**config.mk**
```make
export PLATFORM = sky130hd
export DESIGN_NAME = dac_audio_cfg
export DESIGN_NICKNAME = d
export VERILOG_FILES = /design/src/verilog/dac_pkg.sv /design/src/verilog/dac_audio_cfg.sv /design/src/verilog/dac_fifo.sv
export SDC_FILE = /design/constraint.sdc
export NUM_CORES = 2
export LEC_CHECK = 0
export ABC_AREA = 1
export BUFFER_PORTS_ARGS = -buffer_cell sky130_fd_sc_hd__buf_2
export CAP_MARGIN = 15
export CORE_UTILIZATION = 25
export CTS_CLUSTER_DIAMETER = 120
export DETAILED_ROUTE_END_ITERATION = 12
export PLACE_DENSITY_LB_ADDON = 0.2
export SLEW_MARGIN = 20
export SYNTH_ARGS = -nofsm -noshare
export SYNTH_HDL_FRONTEND = slang
export SYNTH_SLANG_ARGS = --single-unit
```
**constraint.sdc**
```tcl
create_clock -name clock -period 7.5 [get_ports clock]
set_input_delay 0.75 -clock clock [delete_from_list [all_inputs] [get_ports clock]]
set_output_delay 0.75 -clock clock [all_outputs]
set_load 0.01 [all_outputs]
```
**src/verilog/dac_pkg.sv**
```systemverilog
// Behaviour
// each channel has an 8-bit coefficient, bit n weighs 2^-(8-n)
// outputs scaled by coefficients only while attenuate enable is set
// upper route pair picks left source, lower pair right: mute/R/L/average
// word select high carries left sample, 16 bits, MSB first
// de-emphasis follows disc flag unless bypass bit is one
// soft load clear in PLL decode mode presets buffer counter to 8-frame margin
// lock load set in PLL decode mode presets buffer counter when lock is reached
// decode clock comes from crystal when source bit 0, PLL clock when 1
// master divider codes 0..7 give 1, 1/2, 1/3, 1/4, 1/6, 1/8, 1/10, 1/12
// PLL divider codes 0..3 give 1, 1/2, 1/4, 1/8
// doubler select uses multiplied crystal clock, x2 or x4 by multiply bit
// reference current bit clear puts analog section to sleep
// two filter bits add first and second resistor beside the base resistor
// both attenuation registers reset to 0x40, -12 dB
// host shifts address then data byte LSB first, latch strobe writes
// mixing and attenuation done per 16-bit sample; average is (L+R)>>1
// framing modes differ only in bit alignment to word select, mode 0 default
package dac_pkg;
	// register offsets
	localparam logic [7:0] OFF_CTRL = 8'h00;
	localparam logic [7:0] OFF_GAIN_L = 8'h02;
	localparam logic [7:0] OFF_GAIN_R = 8'h03;
	localparam logic [7:0] OFF_ROUTE = 8'h04;
	localparam logic [7:0] OFF_CLK = 8'h05;
	localparam logic [7:0] OFF_ANA = 8'h06;
	// reset values
	localparam logic [7:0] RST_GAIN = 8'h40;
	localparam logic [7:0] RST_ROUTE = 8'hC9;
	localparam logic [7:0] RST_CLK = 8'h00;
	localparam logic [7:0] RST_ANA = 8'h01;
	localparam logic RST_GAIN_EN = 1'b0;
	// field positions
	localparam int CTRL_GAIN_BIT = 4;
	localparam int ROUTE_R_LSB = 0;
	localparam int ROUTE_L_LSB = 2;
	localparam int MODE_BIT = 4;
	localparam int DEEMPH_BIT = 5;
	localparam int SOFT_BIT = 6;
	localparam int LOCK_BIT = 7;
	localparam int SRC_BIT = 0;
	localparam int MDIV_LSB = 1;
	localparam int PDIV_LSB = 4;
	localparam int DBL_BIT = 6;
	localparam int MUL_BIT = 7;
	localparam int REFCUR_BIT = 0;
	localparam int FILT1_BIT = 2;
	localparam int FILT2_BIT = 3;
	// audio framing
	localparam int SAMPLE_W = 16;
	localparam int FRAME_BITS = 32;
	localparam int GAIN_FRAC = 8;
	localparam int FIFO_DEPTH = 16;
	localparam logic [7:0] JITTER_FRAMES = 8'h08;
	// bit clock half period
	localparam int CLK_PERIOD_NS = 20;
	localparam int BCK_HALF_NS = 160;
	localparam int BCK_HALF_CYC = BCK_HALF_NS / CLK_PERIOD_NS;
	// routing source codes
	typedef enum logic [1:0] {
		DAC_RT_MUTE = 2'h0,
		DAC_RT_RIGHT = 2'h1,
		DAC_RT_LEFT = 2'h2,
		DAC_RT_AVG = 2'h3
	} dac_route_e;
endpackage : dac_pkg

```
**src/verilog/dac_audio_cfg.sv**
```systemverilog
`timescale 1ns/1ps
module dac_audio_cfg #(
	parameter int DEPTH = dac_pkg::FIFO_DEPTH,
	parameter int BCK_HALF = dac_pkg::BCK_HALF_CYC
) (
	input wire logic clock,
	input wire logic rst,
	input wire logic ce,
	input wire logic host_shift_clock,
	input wire logic host_serial_data,
	input wire logic host_latch_strobe,
	input wire logic in_valid,
	output logic in_ready,
	input wire logic [15:0] in_left,
	input wire logic [15:0] in_right,
	input wire logic emphasis_flag,
	input wire logic pll_lock,
	input wire logic pll_clock_tick,
	output logic word_select,
	output logic serial_bit_clock,
	output logic audio_serial_out,
	output logic rom_serial_out,
	output logic decode_clock_source,
	output logic decode_clock_tick,
	output logic master_clock_tick,
	output logic pll_div_tick,
	output logic doubler_select,
	output logic doubler_multiply,
	output logic buf_preset,
	output logic [7:0] buf_preset_margin,
	output logic analog_ref_current_on,
	output logic filter_res_sel1,
	output logic filter_res_sel2
);
	localparam int SW = dac_pkg::SAMPLE_W;

	generate
		if (BCK_HALF < 1) begin : g_chk
			$error("bit clock half period must be at least one cycle");
		end
	endgenerate

	// ---------------- host write port ----------------
	logic [1:0] sck_s_q;
	logic [1:0] sdi_s_q;
	logic [1:0] lat_s_q;
	logic sck_p_q;
	logic lat_p_q;
	logic [15:0] hsh_q;
	logic sck_rise;
	logic wr_stb;
	logic [7:0] wr_addr;
	logic [7:0] wr_data;

	// pins are asynchronous, two flops before any use
	always_ff @(posedge clock or posedge rst) begin
		if (rst) begin
			sck_s_q <= 2'h0;
			sdi_s_q <= 2'h0;
			lat_s_q <= 2'h0;
			sck_p_q <= 1'b0;
			lat_p_q <= 1'b0;
		end else if (ce) begin
			sck_s_q <= {sck_s_q[0], host_shift_clock};
			sdi_s_q <= {sdi_s_q[0], host_serial_data};
			lat_s_q <= {lat_s_q[0], host_latch_strobe};
			sck_p_q <= sck_s_q[1];
			lat_p_q <= lat_s_q[1];
		end
	end

	assign sck_rise = sck_s_q[1] & ~sck_p_q;
	assign wr_stb = ce & lat_s_q[1] & ~lat_p_q;
	// first byte ends in the low half because bits enter at the top
	assign wr_addr = hsh_q[7:0];
	assign wr_data = hsh_q[15:8];

	// shift LSB first on rising shift clock
	always_ff @(posedge clock or posedge rst) begin
		if (rst) begin
			hsh_q <= 16'h0000;
		end else if (ce && sck_rise) begin
			hsh_q <= {sdi_s_q[1], hsh_q[15:1]};
		end
	end

	// ---------------- register bank ----------------
	logic gain_en_q;
	logic [7:0] gain_l_q;
	logic [7:0] gain_r_q;
	logic [7:0] route_q;
	logic [7:0] clk_q;
	logic [7:0] ana_q;

	// registers load on the latch strobe rising edge
	always_ff @(posedge clock or posedge rst) begin
		if (rst) begin
			gain_en_q <= dac_pkg::RST_GAIN_EN;
			gain_l_q <= dac_pkg::RST_GAIN;
			gain_r_q <= dac_pkg::RST_GAIN;
			route_q <= dac_pkg::RST_ROUTE;
			clk_q <= dac_pkg::RST_CLK;
			ana_q <= dac_pkg::RST_ANA;
		end else if (wr_stb) begin
			case (wr_addr)
				dac_pkg::OFF_CTRL: gain_en_q <= wr_data[dac_pkg::CTRL_GAIN_BIT];
				dac_pkg::OFF_GAIN_L: gain_l_q <= wr_data;
				dac_pkg::OFF_GAIN_R: gain_r_q <= wr_data;
				dac_pkg::OFF_ROUTE: route_q <= wr_data;
				dac_pkg::OFF_CLK: clk_q <= wr_data;
				dac_pkg::OFF_ANA: ana_q <= wr_data;
				default: ; // other addresses belong to blocks outside
			endcase
		end
	end

	// static analog and clock selects
	assign decode_clock_source = clk_q[dac_pkg::SRC_BIT];
	assign doubler_select = clk_q[dac_pkg::DBL_BIT];
	assign doubler_multiply = clk_q[dac_pkg::MUL_BIT];
	assign analog_ref_current_on = ana_q[dac_pkg::REFCUR_BIT];
	assign filter_res_sel1 = ana_q[dac_pkg::FILT1_BIT];
	assign filter_res_sel2 = ana_q[dac_pkg::FILT2_BIT];
	assign buf_preset_margin = dac_pkg::JITTER_FRAMES;

	// ---------------- clock dividers ----------------
	function automatic logic [3:0] mdiv_of(input logic [2:0] code);
		case (code)
			3'h0: mdiv_of = 4'h1;
			3'h1: mdiv_of = 4'h2;
			3'h2: mdiv_of = 4'h3;
			3'h3: mdiv_of = 4'h4;
			3'h4: mdiv_of = 4'h6;
			3'h5: mdiv_of = 4'h8;
			3'h6: mdiv_of = 4'hA;
			default: mdiv_of = 4'hC;
		endcase
	endfunction : mdiv_of

	logic [3:0] mcnt_q;
	logic [2:0] pcnt_q;
	logic [3:0] mdiv;
	logic [2:0] pmask;
	logic mtick_q;
	logic ptick_q;
	logic dtick_q;

	assign mdiv = mdiv_of(clk_q[dac_pkg::MDIV_LSB +: 3]);
	// ratios are powers of two so a mask ends the count
	assign pmask = 3'((4'h1 << clk_q[dac_pkg::PDIV_LSB +: 2]) - 4'h1);

	// master divider counts crystal cycles
	always_ff @(posedge clock or posedge rst) begin
		if (rst) begin
			mcnt_q <= 4'h0;
			mtick_q <= 1'b0;
		end else if (ce) begin
			mtick_q <= mcnt_q >= mdiv - 4'h1;
			mcnt_q <= (mcnt_q >= mdiv - 4'h1) ? 4'h0 : mcnt_q + 4'h1;
		end
	end

	// pll divider counts recovered clock strobes
	always_ff @(posedge clock or posedge rst) begin
		if (rst) begin
			pcnt_q <= 3'h0;
			ptick_q <= 1'b0;
		end else if (ce) begin
			ptick_q <= pll_clock_tick && ((pcnt_q & pmask) == pmask);
			if (pll_clock_tick) pcnt_q <= ((pcnt_q & pmask) == pmask) ? 3'h0 : pcnt_q + 3'h1;
		end
	end

	// decode clock mux, registered so it never glitches
	always_ff @(posedge clock or posedge rst) begin
		if (rst) begin
			dtick_q <= 1'b0;
		end else if (ce) begin
			dtick_q <= decode_clock_source ? ptick_q : mtick_q;
		end
	end

	assign master_clock_tick = mtick_q;
	assign pll_div_tick = ptick_q;
	assign decode_clock_tick = dtick_q;

	// ---------------- buffer counter preset ----------------
	logic [1:0] lock_s_q;
	logic lock_p_q;
	logic soft_p_q;
	logic preset_q;
	logic soft_cond;

	assign soft_cond = ~route_q[dac_pkg::SOFT_BIT] & decode_clock_source;

	// one preset pulse when soft load enters, another at each lock point while lock load is set and the PLL decode clock is selected
	always_ff @(posedge clock or posedge rst) begin
		if (rst) begin
			lock_s_q <= 2'h0;
			lock_p_q <= 1'b0;
			soft_p_q <= 1'b0;
			preset_q <= 1'b0;
		end else if (ce) begin
			lock_s_q <= {lock_s_q[0], pll_lock};
			lock_p_q <= lock_s_q[1];
			soft_p_q <= soft_cond;
			preset_q <= (soft_cond & ~soft_p_q)
				| (route_q[dac_pkg::LOCK_BIT] & decode_clock_source
				& lock_s_q[1] & ~lock_p_q);
		end
	end

	assign buf_preset = preset_q;

	// ---------------- sample path ----------------
	logic fvalid;
	logic fpop;
	logic [2*SW-1:0] fdata;

	dac_fifo #(
		.WIDTH(2 * SW),
		.DEPTH(DEPTH)
	) u_fifo (
		.clock(clock),
		.rst(rst),
		.ce(ce),
		.in_valid(in_valid),
		.in_ready(in_ready),
		.in_data({in_left, in_right}),
		.out_valid(fvalid),
		.out_ready(fpop),
		.out_data(fdata)
	);

	function automatic logic [15:0] route_of(input logic [1:0] code,
		input logic [15:0] l, input logic [15:0] r);
		logic [16:0] sum;
		sum = {l[15], l} + {r[15], r};
		case (dac_pkg::dac_route_e'(code))
			dac_pkg::DAC_RT_RIGHT: route_of = r;
			dac_pkg::DAC_RT_LEFT: route_of = l;
			dac_pkg::DAC_RT_AVG: route_of = sum[16:1];
			default: route_of = 16'h0000;
		endcase
	endfunction : route_of

	// gain is coef/256, truncating the fraction
	function automatic logic [15:0] atten_of(input logic [15:0] s, input logic [7:0] coef);
		logic signed [24:0] p;
		p = $signed(s) * $signed({1'b0, coef});
		atten_of = p[dac_pkg::GAIN_FRAC +: 16];
	endfunction : atten_of

	logic [15:0] del_q;
	logic [15:0] der_q;
	logic [15:0] src_l;
	logic [15:0] src_r;
	logic [15:0] mix_l;
	logic [15:0] mix_r;
	logic [15:0] out_l;
	logic [15:0] out_r;
	logic [16:0] de_sum_l;
	logic [16:0] de_sum_r;
	logic deemph_on;

	// simple one-pole smoothing stands in for the shelving de-emphasis curve
	assign deemph_on = emphasis_flag & ~route_q[dac_pkg::DEEMPH_BIT];
	assign de_sum_l = {fdata[31], fdata[31:16]} + {del_q[15], del_q};
	assign de_sum_r = {fdata[15], fdata[15:0]} + {der_q[15], der_q};
	assign src_l = deemph_on ? de_sum_l[16:1] : fdata[31:16];
	assign src_r = deemph_on ? de_sum_r[16:1] : fdata[15:0];
	assign mix_l = route_of(route_q[dac_pkg::ROUTE_L_LSB +: 2], src_l, src_r);
	assign mix_r = route_of(route_q[dac_pkg::ROUTE_R_LSB +: 2], src_l, src_r);
	assign out_l = gain_en_q ? atten_of(mix_l, gain_l_q) : mix_l;
	assign out_r = gain_en_q ? atten_of(mix_r, gain_r_q) : mix_r;

	// ---------------- serialiser ----------------
	logic [$clog2(BCK_HALF+1)-1:0] bcnt_q;
	logic bck_q;
	logic [4:0] idx_q;
	logic [31:0] fsh_q;
	logic ws_q;
	logic dout_q;
	logic last_q;
	logic fall;
	logic [4:0] idx_n;
	logic [31:0] fsh_n;

	assign fall = ce && bck_q && (bcnt_q == BCK_HALF - 1);
	assign idx_n = idx_q + 5'h1;
	assign fpop = fall && (idx_q == 5'h1F) && fvalid;
	// an empty fifo sends silence rather than stalling the frame
	assign fsh_n = (idx_q == 5'h1F) ? (fvalid ? {out_l, out_r} : 32'h0000_0000)
		: {fsh_q[30:0], 1'b0};

	// bit clock generated by dividing the system clock
	always_ff @(posedge clock or posedge rst) begin
		if (rst) begin
			bcnt_q <= '0;
			bck_q <= 1'b0;
		end else if (ce) begin
			if (bcnt_q == BCK_HALF - 1) begin
				bcnt_q <= '0;
				bck_q <= ~bck_q;
			end else begin
				bcnt_q <= bcnt_q + 1'b1;
			end
		end
	end

	// de-emphasis history advances per consumed frame
	always_ff @(posedge clock or posedge rst) begin
		if (rst) begin
			del_q <= 16'h0000;
			der_q <= 16'h0000;
		end else if (fpop) begin
			del_q <= src_l;
			der_q <= src_r;
		end
	end

	// data and word select change on falling bit clock
	always_ff @(posedge clock or posedge rst) begin
		if (rst) begin
			idx_q <= 5'h1F;
			fsh_q <= 32'h0000_0000;
			ws_q <= 1'b0;
			dout_q <= 1'b0;
			last_q <= 1'b0;
		end else if (fall) begin
			idx_q <= idx_n;
			fsh_q <= fsh_n;
			ws_q <= ~idx_n[4];
			last_q <= fsh_n[31];
			// mode 1 lags the data one bit behind word select
			dout_q <= route_q[dac_pkg::MODE_BIT] ? last_q : fsh_n[31];
		end
	end

	assign serial_bit_clock = bck_q;
	assign word_select = ws_q;
	assign audio_serial_out = dout_q;
	assign rom_serial_out = dout_q;
endmodule : dac_audio_cfg

```
**src/verilog/dac_fifo.sv**
```systemverilog
`timescale 1ns/1ps
module dac_fifo #(
	parameter int WIDTH = 32,
	parameter int DEPTH = 16
) (
	input wire logic clock,
	input wire logic rst,
	input wire logic ce,
	input wire logic in_valid,
	output logic in_ready,
	input wire logic [WIDTH-1:0] in_data,
	output logic out_valid,
	input wire logic out_ready,
	output logic [WIDTH-1:0] out_data
);
	localparam int AW = $clog2(DEPTH);

	generate
		if (DEPTH < 2 || (1 << AW) != DEPTH || WIDTH < 1) begin : g_chk
			$error("fifo depth must be a power of two of at least 2");
		end
	endgenerate

	logic [WIDTH-1:0] mem_q [DEPTH];
	logic [AW:0] wr_q;
	logic [AW:0] rd_q;
	logic push;
	logic pop;

	// extra pointer bit tells full from empty honestly
	assign in_ready = (wr_q[AW] == rd_q[AW]) || (wr_q[AW-1:0] != rd_q[AW-1:0]);
	assign out_valid = wr_q != rd_q;
	assign push = ce && in_valid && in_ready;
	assign pop = ce && out_valid && out_ready;
	assign out_data = mem_q[rd_q[AW-1:0]];

	// pointers
	always_ff @(posedge clock or posedge rst) begin
		if (rst) begin
			wr_q <= '0;
			rd_q <= '0;
		end else begin
			if (push) wr_q <= wr_q + 1'b1;
			if (pop) rd_q <= rd_q + 1'b1;
		end
	end

	// storage needs no reset, empty flag guards reads
	always_ff @(posedge clock) begin
		if (push) mem_q[wr_q[AW-1:0]] <= in_data;
	end
endmodule : dac_fifo

```
# Word-level counts from Yosys, hierarchy flattened
# Memories as Yosys holds them, arrays and structs flattened.
# Cells that the tools add are included.
# totals
register_bits	162
mem_bits_rw	512
in_bits	42
output_inout_bits	23
wordCells	127
memories	1
# classes
n_addsub	11
n_mul	2
magnitude_cmp	1
n_eq_ne	23
shift	1
muxes	16
n_bitwise	19
n_reduce_logical	21
# mem_list
name	depth	word_bits	read_ports	rd_clocked_by_memory_dff	wr	line	text
u_fifo.mem_q	16	32	1	0	1	dac_fifo.sv:24	logic [WIDTH-1:0] mem_q [DEPTH];
# ops
op	count
$pmux 16 s3	2
$mux 16	4
$mux 32	2
$add 16x16->17	3
$mul 16x9->24	2
$pmux 4 s7	1
$eq 8x3->1 const B	3
$eq 8x2->1 const B	2
$reduce_and 2->1	8
$add 5x1->5 const B	3
$logic_and 1x1->1	10
$and 1x1->1	9
$eq 3x3->1 const B	3
$add 4x1->4 const B	2
$eq 2x2->1 const B	4
$logic_not 8->1	1
$mux 4	2
$not 1->1	8
$eq 3x2->1 const B	2
$eq 5x5->1 const B	1
$ne 5x5->1	1
$eq 2x1->1 const B	2
$eq 4x3->1 const B	1
$ge 4x4->1	1
14 further kinds	17

# Depth between registers and ports, before layout
# depth
ltp_word	10
mapped_depth	59
depth_no_buf	56

# Hierarchy
# From an unflattened synthesis, not the netlist that was laid out.
# hier_totals
cells_unflattened	4450
hier_area_um2	40747.8
# by_module_without_submodules
module	n_inst	cells_each	area_each_um2	seq_area_each_um2
dac_fifo	1	1734	21110.2	15625.0
dac_audio_cfg	1	2716	19637.6	3793.6

# Worst setup path before layout
# No wires, ideal clock.
# synth_path
kind	flip-flop to flip-flop
start	register u_fifo.rd_q[0]
end	register fsh_q[14]
setup_ps	122
arrival_time_ps	8133
required_ps	7378
setup_slack_ps	-755
stages_incl_launch_ff	49
n_path_buf	6
synth_period_minus_slack_ps	8255
path_cell_list	dfrtp_1 > buf_6 > buf_4 > buf_2 > buf_4 > buf_4 > buf_2 > nor2_1 > o22ai_1 > o211ai_1 > nand3_1 > ha_1 > nand2_1 > nor4_1 > nand3_1 > nand2_1 > nand2_2 > nand2_2 > (+13 left out) > nand2_1 > fa_1 > inv_1 > fa_1 > fa_1 > inv_1 > fa_1 > inv_1 > ha_1 > nand2_1 > nor3_1 > nand2_1 > o2111a_1 > nand2_1 > xor2_1 > a21oi_1 > nand2_1 > a21oi_1
# synth_between
elab_chain_cells	9
elab_cells_between_ends	12
cone_classes	add/sub (3); mul (1); eq/ne (1); mux (6); memory (1)
# synth_rtl
item	line	text
from (decl)	dac_fifo.sv:26	logic [AW:0] rd_q;
from (signal assigned)	dac_fifo.sv:44	if (pop) rd_q <= rd_q + 1'b1;
$mem_v2 16x32 *	n/a	
$add 16x16->17	dac_audio_cfg.sv:268	assign de_sum_l = {fdata[31], fdata[31:16]} + {del_q[15], del_q};
$mux 16 *	dac_audio_cfg.sv:270	assign src_l = deemph_on ? de_sum_l[16:1] : fdata[31:16];
net src_l[14]	dac_audio_cfg.sv:256	logic [15:0] src_l;
$add 16x16->17	dac_audio_cfg.sv:238	sum = {l[15], l} + {r[15], r};
$pmux 16 s3 *	dac_audio_cfg.sv:239	case (dac_pkg::dac_route_e'(code))
$mul 16x9->24	dac_audio_cfg.sv:250	p = $signed(s) * $signed({1'b0, coef});
$mux 16 *	dac_audio_cfg.sv:275	assign out_r = gain_en_q ? atten_of(mix_r, gain_r_q) : mix_r;
$mux 32 * (2 in a row)	dac_audio_cfg.sv:293	assign fsh_n = (idx_q == 5'h1F) ? (fvalid ? {out_l, out_r} : 32'h0000_0000)
to (signal assigned)	dac_audio_cfg.sv:332	fsh_q <= fsh_n;
to (decl)	dac_audio_cfg.sv:281	logic [31:0] fsh_q;
# The timed path passes the listed nets; every way through them passes the cells marked *.
# A chain may end at the register's enable or synchronous reset.

# Final worst setup path
# layout_path
start	register u_fifo.rd_q[0]
end	register fsh_q[15]
# layout_between
elab_chain_cells	9
elab_cells_between_ends	12
cone_classes	add/sub (3); mul (1); eq/ne (1); mux (6); memory (1)
# layout_rtl
item	line
$mem_v2 16x32	n/a
$add 16x16->17 (on tied branches)	dac_audio_cfg.sv:268, dac_audio_cfg.sv:269
$mux 16 (on tied branches)	dac_audio_cfg.sv:270, dac_audio_cfg.sv:271
$add 16x16->17	dac_audio_cfg.sv:238
$pmux 16 s3	dac_audio_cfg.sv:239
$mul 16x9->24	dac_audio_cfg.sv:250
$mux 16	dac_audio_cfg.sv:275
$mux 32 * (2 in a row)	dac_audio_cfg.sv:293
# Mark *: on every way between the ends. The rest lies on a longest branch, timed or not.

==> out/metrics.yaml <==
outcome:
  status: "finished, violations left"
  violations: "negative setup slack"
die:
  num_rows: 146
  core-area_um2: 158400
  start_util_pct: 25.18
  die_h_um: 401.4
  io_pins: 65
  die_width_um: 401.4
  dieArea_um2: 161100
logic_synthesis:
  syn_inst: 4173
  synth_edf_count: 512
  synth.top_cells.by_count: "783 x nand2_1, 557 x inv_1, 512 x edfxtp_1"
  post-synth-top-area-cell: "edfxtp_1"
  synth-async-reset-ratio_pct: 23.92
  ys_seq_elements: 673
  yosysMostFrequentCell: "nand2_1"
  ys.warnings.count: 0
  ys.flop_type: "edfxtp_1"
  avgSynthCellArea_um2: 9.557
  netlist.area_leader.share_pct: 38.55
  ys_types: 65
  yosysSeqAreaShare_pct: 48.69
  netlist_area_um2: 39880
  synthTopCellsByArea: "edfxtp_1 39%, fa_1 10%, dfrtp_1 9.3%"
power:
  power.density_nw_per_um2: 177.2
  pwr-share-seq_pct: 46.9
  p_switching_mw: 2.511
  vdd_drop_max_mv: 0.1894
  leakage_nw: 22.29
  clkPwrFrac_pct: 40.2
  power.internal_mw: 6.931
  pwr-share-comb_pct: 12.8
  p_sw_share_pct: 26.60
finish:
  areaGrowthSynthToFinish_pct: 33.58
  drive_gt1_share_pct: 29.56
  final_nets: 5189
sta:
  slew_viol_final: 0
  fmax_ghz: 0.1189
  fin_tns_setup_ns: -22.42
  worst_slack_ns: -0.9094
  worst_pin_slew_ns: 1.070
  fin_crit_sh_pct: 112.1
  fin_crit_ns: 8.409
  hold_violations: 0
  setup_viol: 33
  finClkSkew_ns: 0.02814
  rsz0062_at_grt: "true"
  maxSlewHeadroom_pct: 28.61
clock_network:
  htree_levels: 3
  clock_tree.buffer_depth: 3
  numCtsBuffers: 80
  postCtsHoldBufs: 0
  clk_pin_slew_ns: 0.06
  clock-sinks: 673
  worstSkewPairLatency_ns: 0.68
  cts_tree: "done"
  cts_root_buffer: "clkbuf_16"
global_routing:
  grt_pass1_wl_um: 199700
  grt_max_degree: 107
  overflow: 0
  track_usage_pct: 16.22
  antenna_found_initial: 5
  first_global_vias: 31890
worst_setup_path:
  critPathMaxFanout: 26
  crit_path_end_kind: "flip-flop"
  crit_top_cell: "nand2_2"
  crit_type: "flip-flop to flip-flop"
  regToRegSetupSlack_ns: -0.91
  start_kind: "flip-flop"
  worstPathRequired_ns: 8.04
  critPathArrivalTime_ns: 8.95
  cp_slowest_cell: "fa_2"
  slowest_delay_ns: 0.67
routing:
  route.detailed.drc: 0
  postRouteWirelength_um: 131700
  drt_iter0_drc: 1975
  num_vias: 31450
  first_pass_iters: 5
  postRouteAntennaNets: 0
  vias_per_cell: 4.538
  drt-wirelength-per-cell_um: 19.00
place:
  io_buffers: 56
  dp_hpwl_um: 90190
  place.gp.congestion: 0.8462
  place_ws_ns: -1.123
hold_path:
  hold_path.class: "input port to async pin"
run:
  maxCapViolations: 0
## layer usage
metal	wire (µm)	vias to the layer above	part of all wire (%)	track usage, %
met1	61720	15660	47	22.15
met3	3986	151	3.0	1.737
met2	63260	477	48	27.26
li1	-	15160	-	-
met4	2669	6	2.0	4.194
met5	39	-	0.030	0
## layout by cell type (no fill, tap or decap), types with 15 or more instances in the layout
| cell type | synthesis | layout |
|---|---|---|
| edfxtp_1 | 512 | 512 |
| ha_1 | 150 | 87 |
| clkinv_1 | 6 | 15 |
| o22ai_1 | 84 | 83 |
| clkbuf_1 | 86 | 21 |
| buf_6 | 20 | 55 |
| o21ai_0 | 361 | 292 |
| fa_1 | 199 | 185 |
| nor2_1 | 470 | 429 |
| nand3_4 | 2 | 16 |
| nand2_2 | 19 | 128 |
| xnor2_1 | 28 | 21 |
| nor2_2 | 3 | 19 |
| o21ai_1 | 34 | 79 |
| o211ai_1 | 24 | 24 |
| inv_2 | 17 | 62 |
| ha_4 | 0 | 62 |
| o21ai_2 | 3 | 24 |
| a21oi_1 | 191 | 117 |
| nor2_4 | 0 | 25 |
| o221ai_1 | 46 | 40 |
| clkbuf_16 | 0 | 82 |
| nand2_4 | 3 | 44 |
| dfrtp_1 | 149 | 146 |
| inv_1 | 557 | 506 |
| a21oi_2 | 3 | 55 |
| xor2_1 | 47 | 36 |
| nand4_1 | 44 | 44 |
| nand3_1 | 152 | 100 |
| a21oi_4 | 0 | 22 |
| buf_4 | 20 | 559 |
| nand2_1 | 783 | 627 |
| nand3_2 | 8 | 46 |
| buf_12 | 0 | 34 |
| buf_2 | 39 | 56 |
## state kept, by name, summed over array words and instances, names as in the netlist, 8 cells and up
signal        count
u_fifo.mem_q    512
fsh_q            31
del_q            16
der_q            16
hsh_q            16
clk_q             8
gain_l_q          8
gain_r_q          8
route_q           8
## what timing repair did
action	CTS	global route
endpoints found under the setup margin	33	33
pin swaps	217	137
gates resized for setup	464	159
setup buffers	106	33
cloned	7	0
## worst max-delay path, delay by kind of cell, from the launching register on
kind | cells | cell delay [ns]
adders and majority gates | 7 | 2.90
AOI/OAI and AO/OA | 12 | 1.75
and+or+nand+nor | 17 | 1.65
buffers and inverters | 12 | 1.47
DFF | 1 | 0.50
## worst paths after layout
path                       depth (start not counted)                        from                          to
min reg2reg                                        2      sdi_s_q[0]$_DFFE_PP0P_      sdi_s_q[0]$_DFFE_PP0P_
max                                               48  u_fifo.rd_q[0]$_DFFE_PP0P_       fsh_q[15]$_DFFE_PP0P_
min in group clock                                 3                    pll_lock     lock_s_q[0]$_DFFE_PP0P_
max in group asynchronous                          3                         rst  u_fifo.rd_q[0]$_DFFE_PP0P_
max reg2reg                                       48  u_fifo.rd_q[0]$_DFFE_PP0P_       fsh_q[15]$_DFFE_PP0P_
min                                                2                         rst  u_fifo.wr_q[2]$_DFFE_PP0P_
## metrics by stage
step / area, µm² / hold WS [ns] / util (%) / power (mW) / cells
2_1_floorplan: 40690 / 0.4414 / - / 5.047 / 4179
3_3_place_gp: 46930 / 0.4544 / 29.63 / 5.611 / 6651
3_5_place_dp: 46930 / 0.4587 / 29.63 / 5.612 / 6651
4_1_cts: 52450 / 0.1935 / 33.12 / 9.516 / 6900
5_1_grt: 53270 / 0.2579 / 33.64 / 9.801 / 6930
6_report: 53280 / 0.1691 / 33.64 / 9.443 / 6931
## kinds of logic after synthesis
group,after synthesis,synth area share (%)
mux,1,0.02510
simple gates,1523,15.70
compound gates,788,11.26
flops,673,48.69
other cells,2,0.01883
buf+inv,761,7.924
xor+xnor,76,1.688
fa+ha+maj,349,14.69
## power by group through the flow
stage          clock, mW  sequential (mW)  combinational, mW
2_1_floorplan          0             4.47              0.573
3_3_place_gp           0             4.50               1.11
3_5_place_dp           0             4.50               1.11
4_1_cts             3.90             4.43               1.19
5_1_grt             4.02             4.46               1.33
6_report            3.80             4.43               1.21
## layout make-up
cell class / instances / area [µm²]
tap: 2072 / 2592
multi-input combinational: 2745 / 20410
clock buffer: 108 / 2200
inverter: 582 / 2235
timing repair buffer: 716 / 6092
antenna: 1 / 2.502
fill: 16130 / 105100
clock inverter: 34 / 314.1
sequential: 673 / 19430
(Power assumes the default switching activity.)
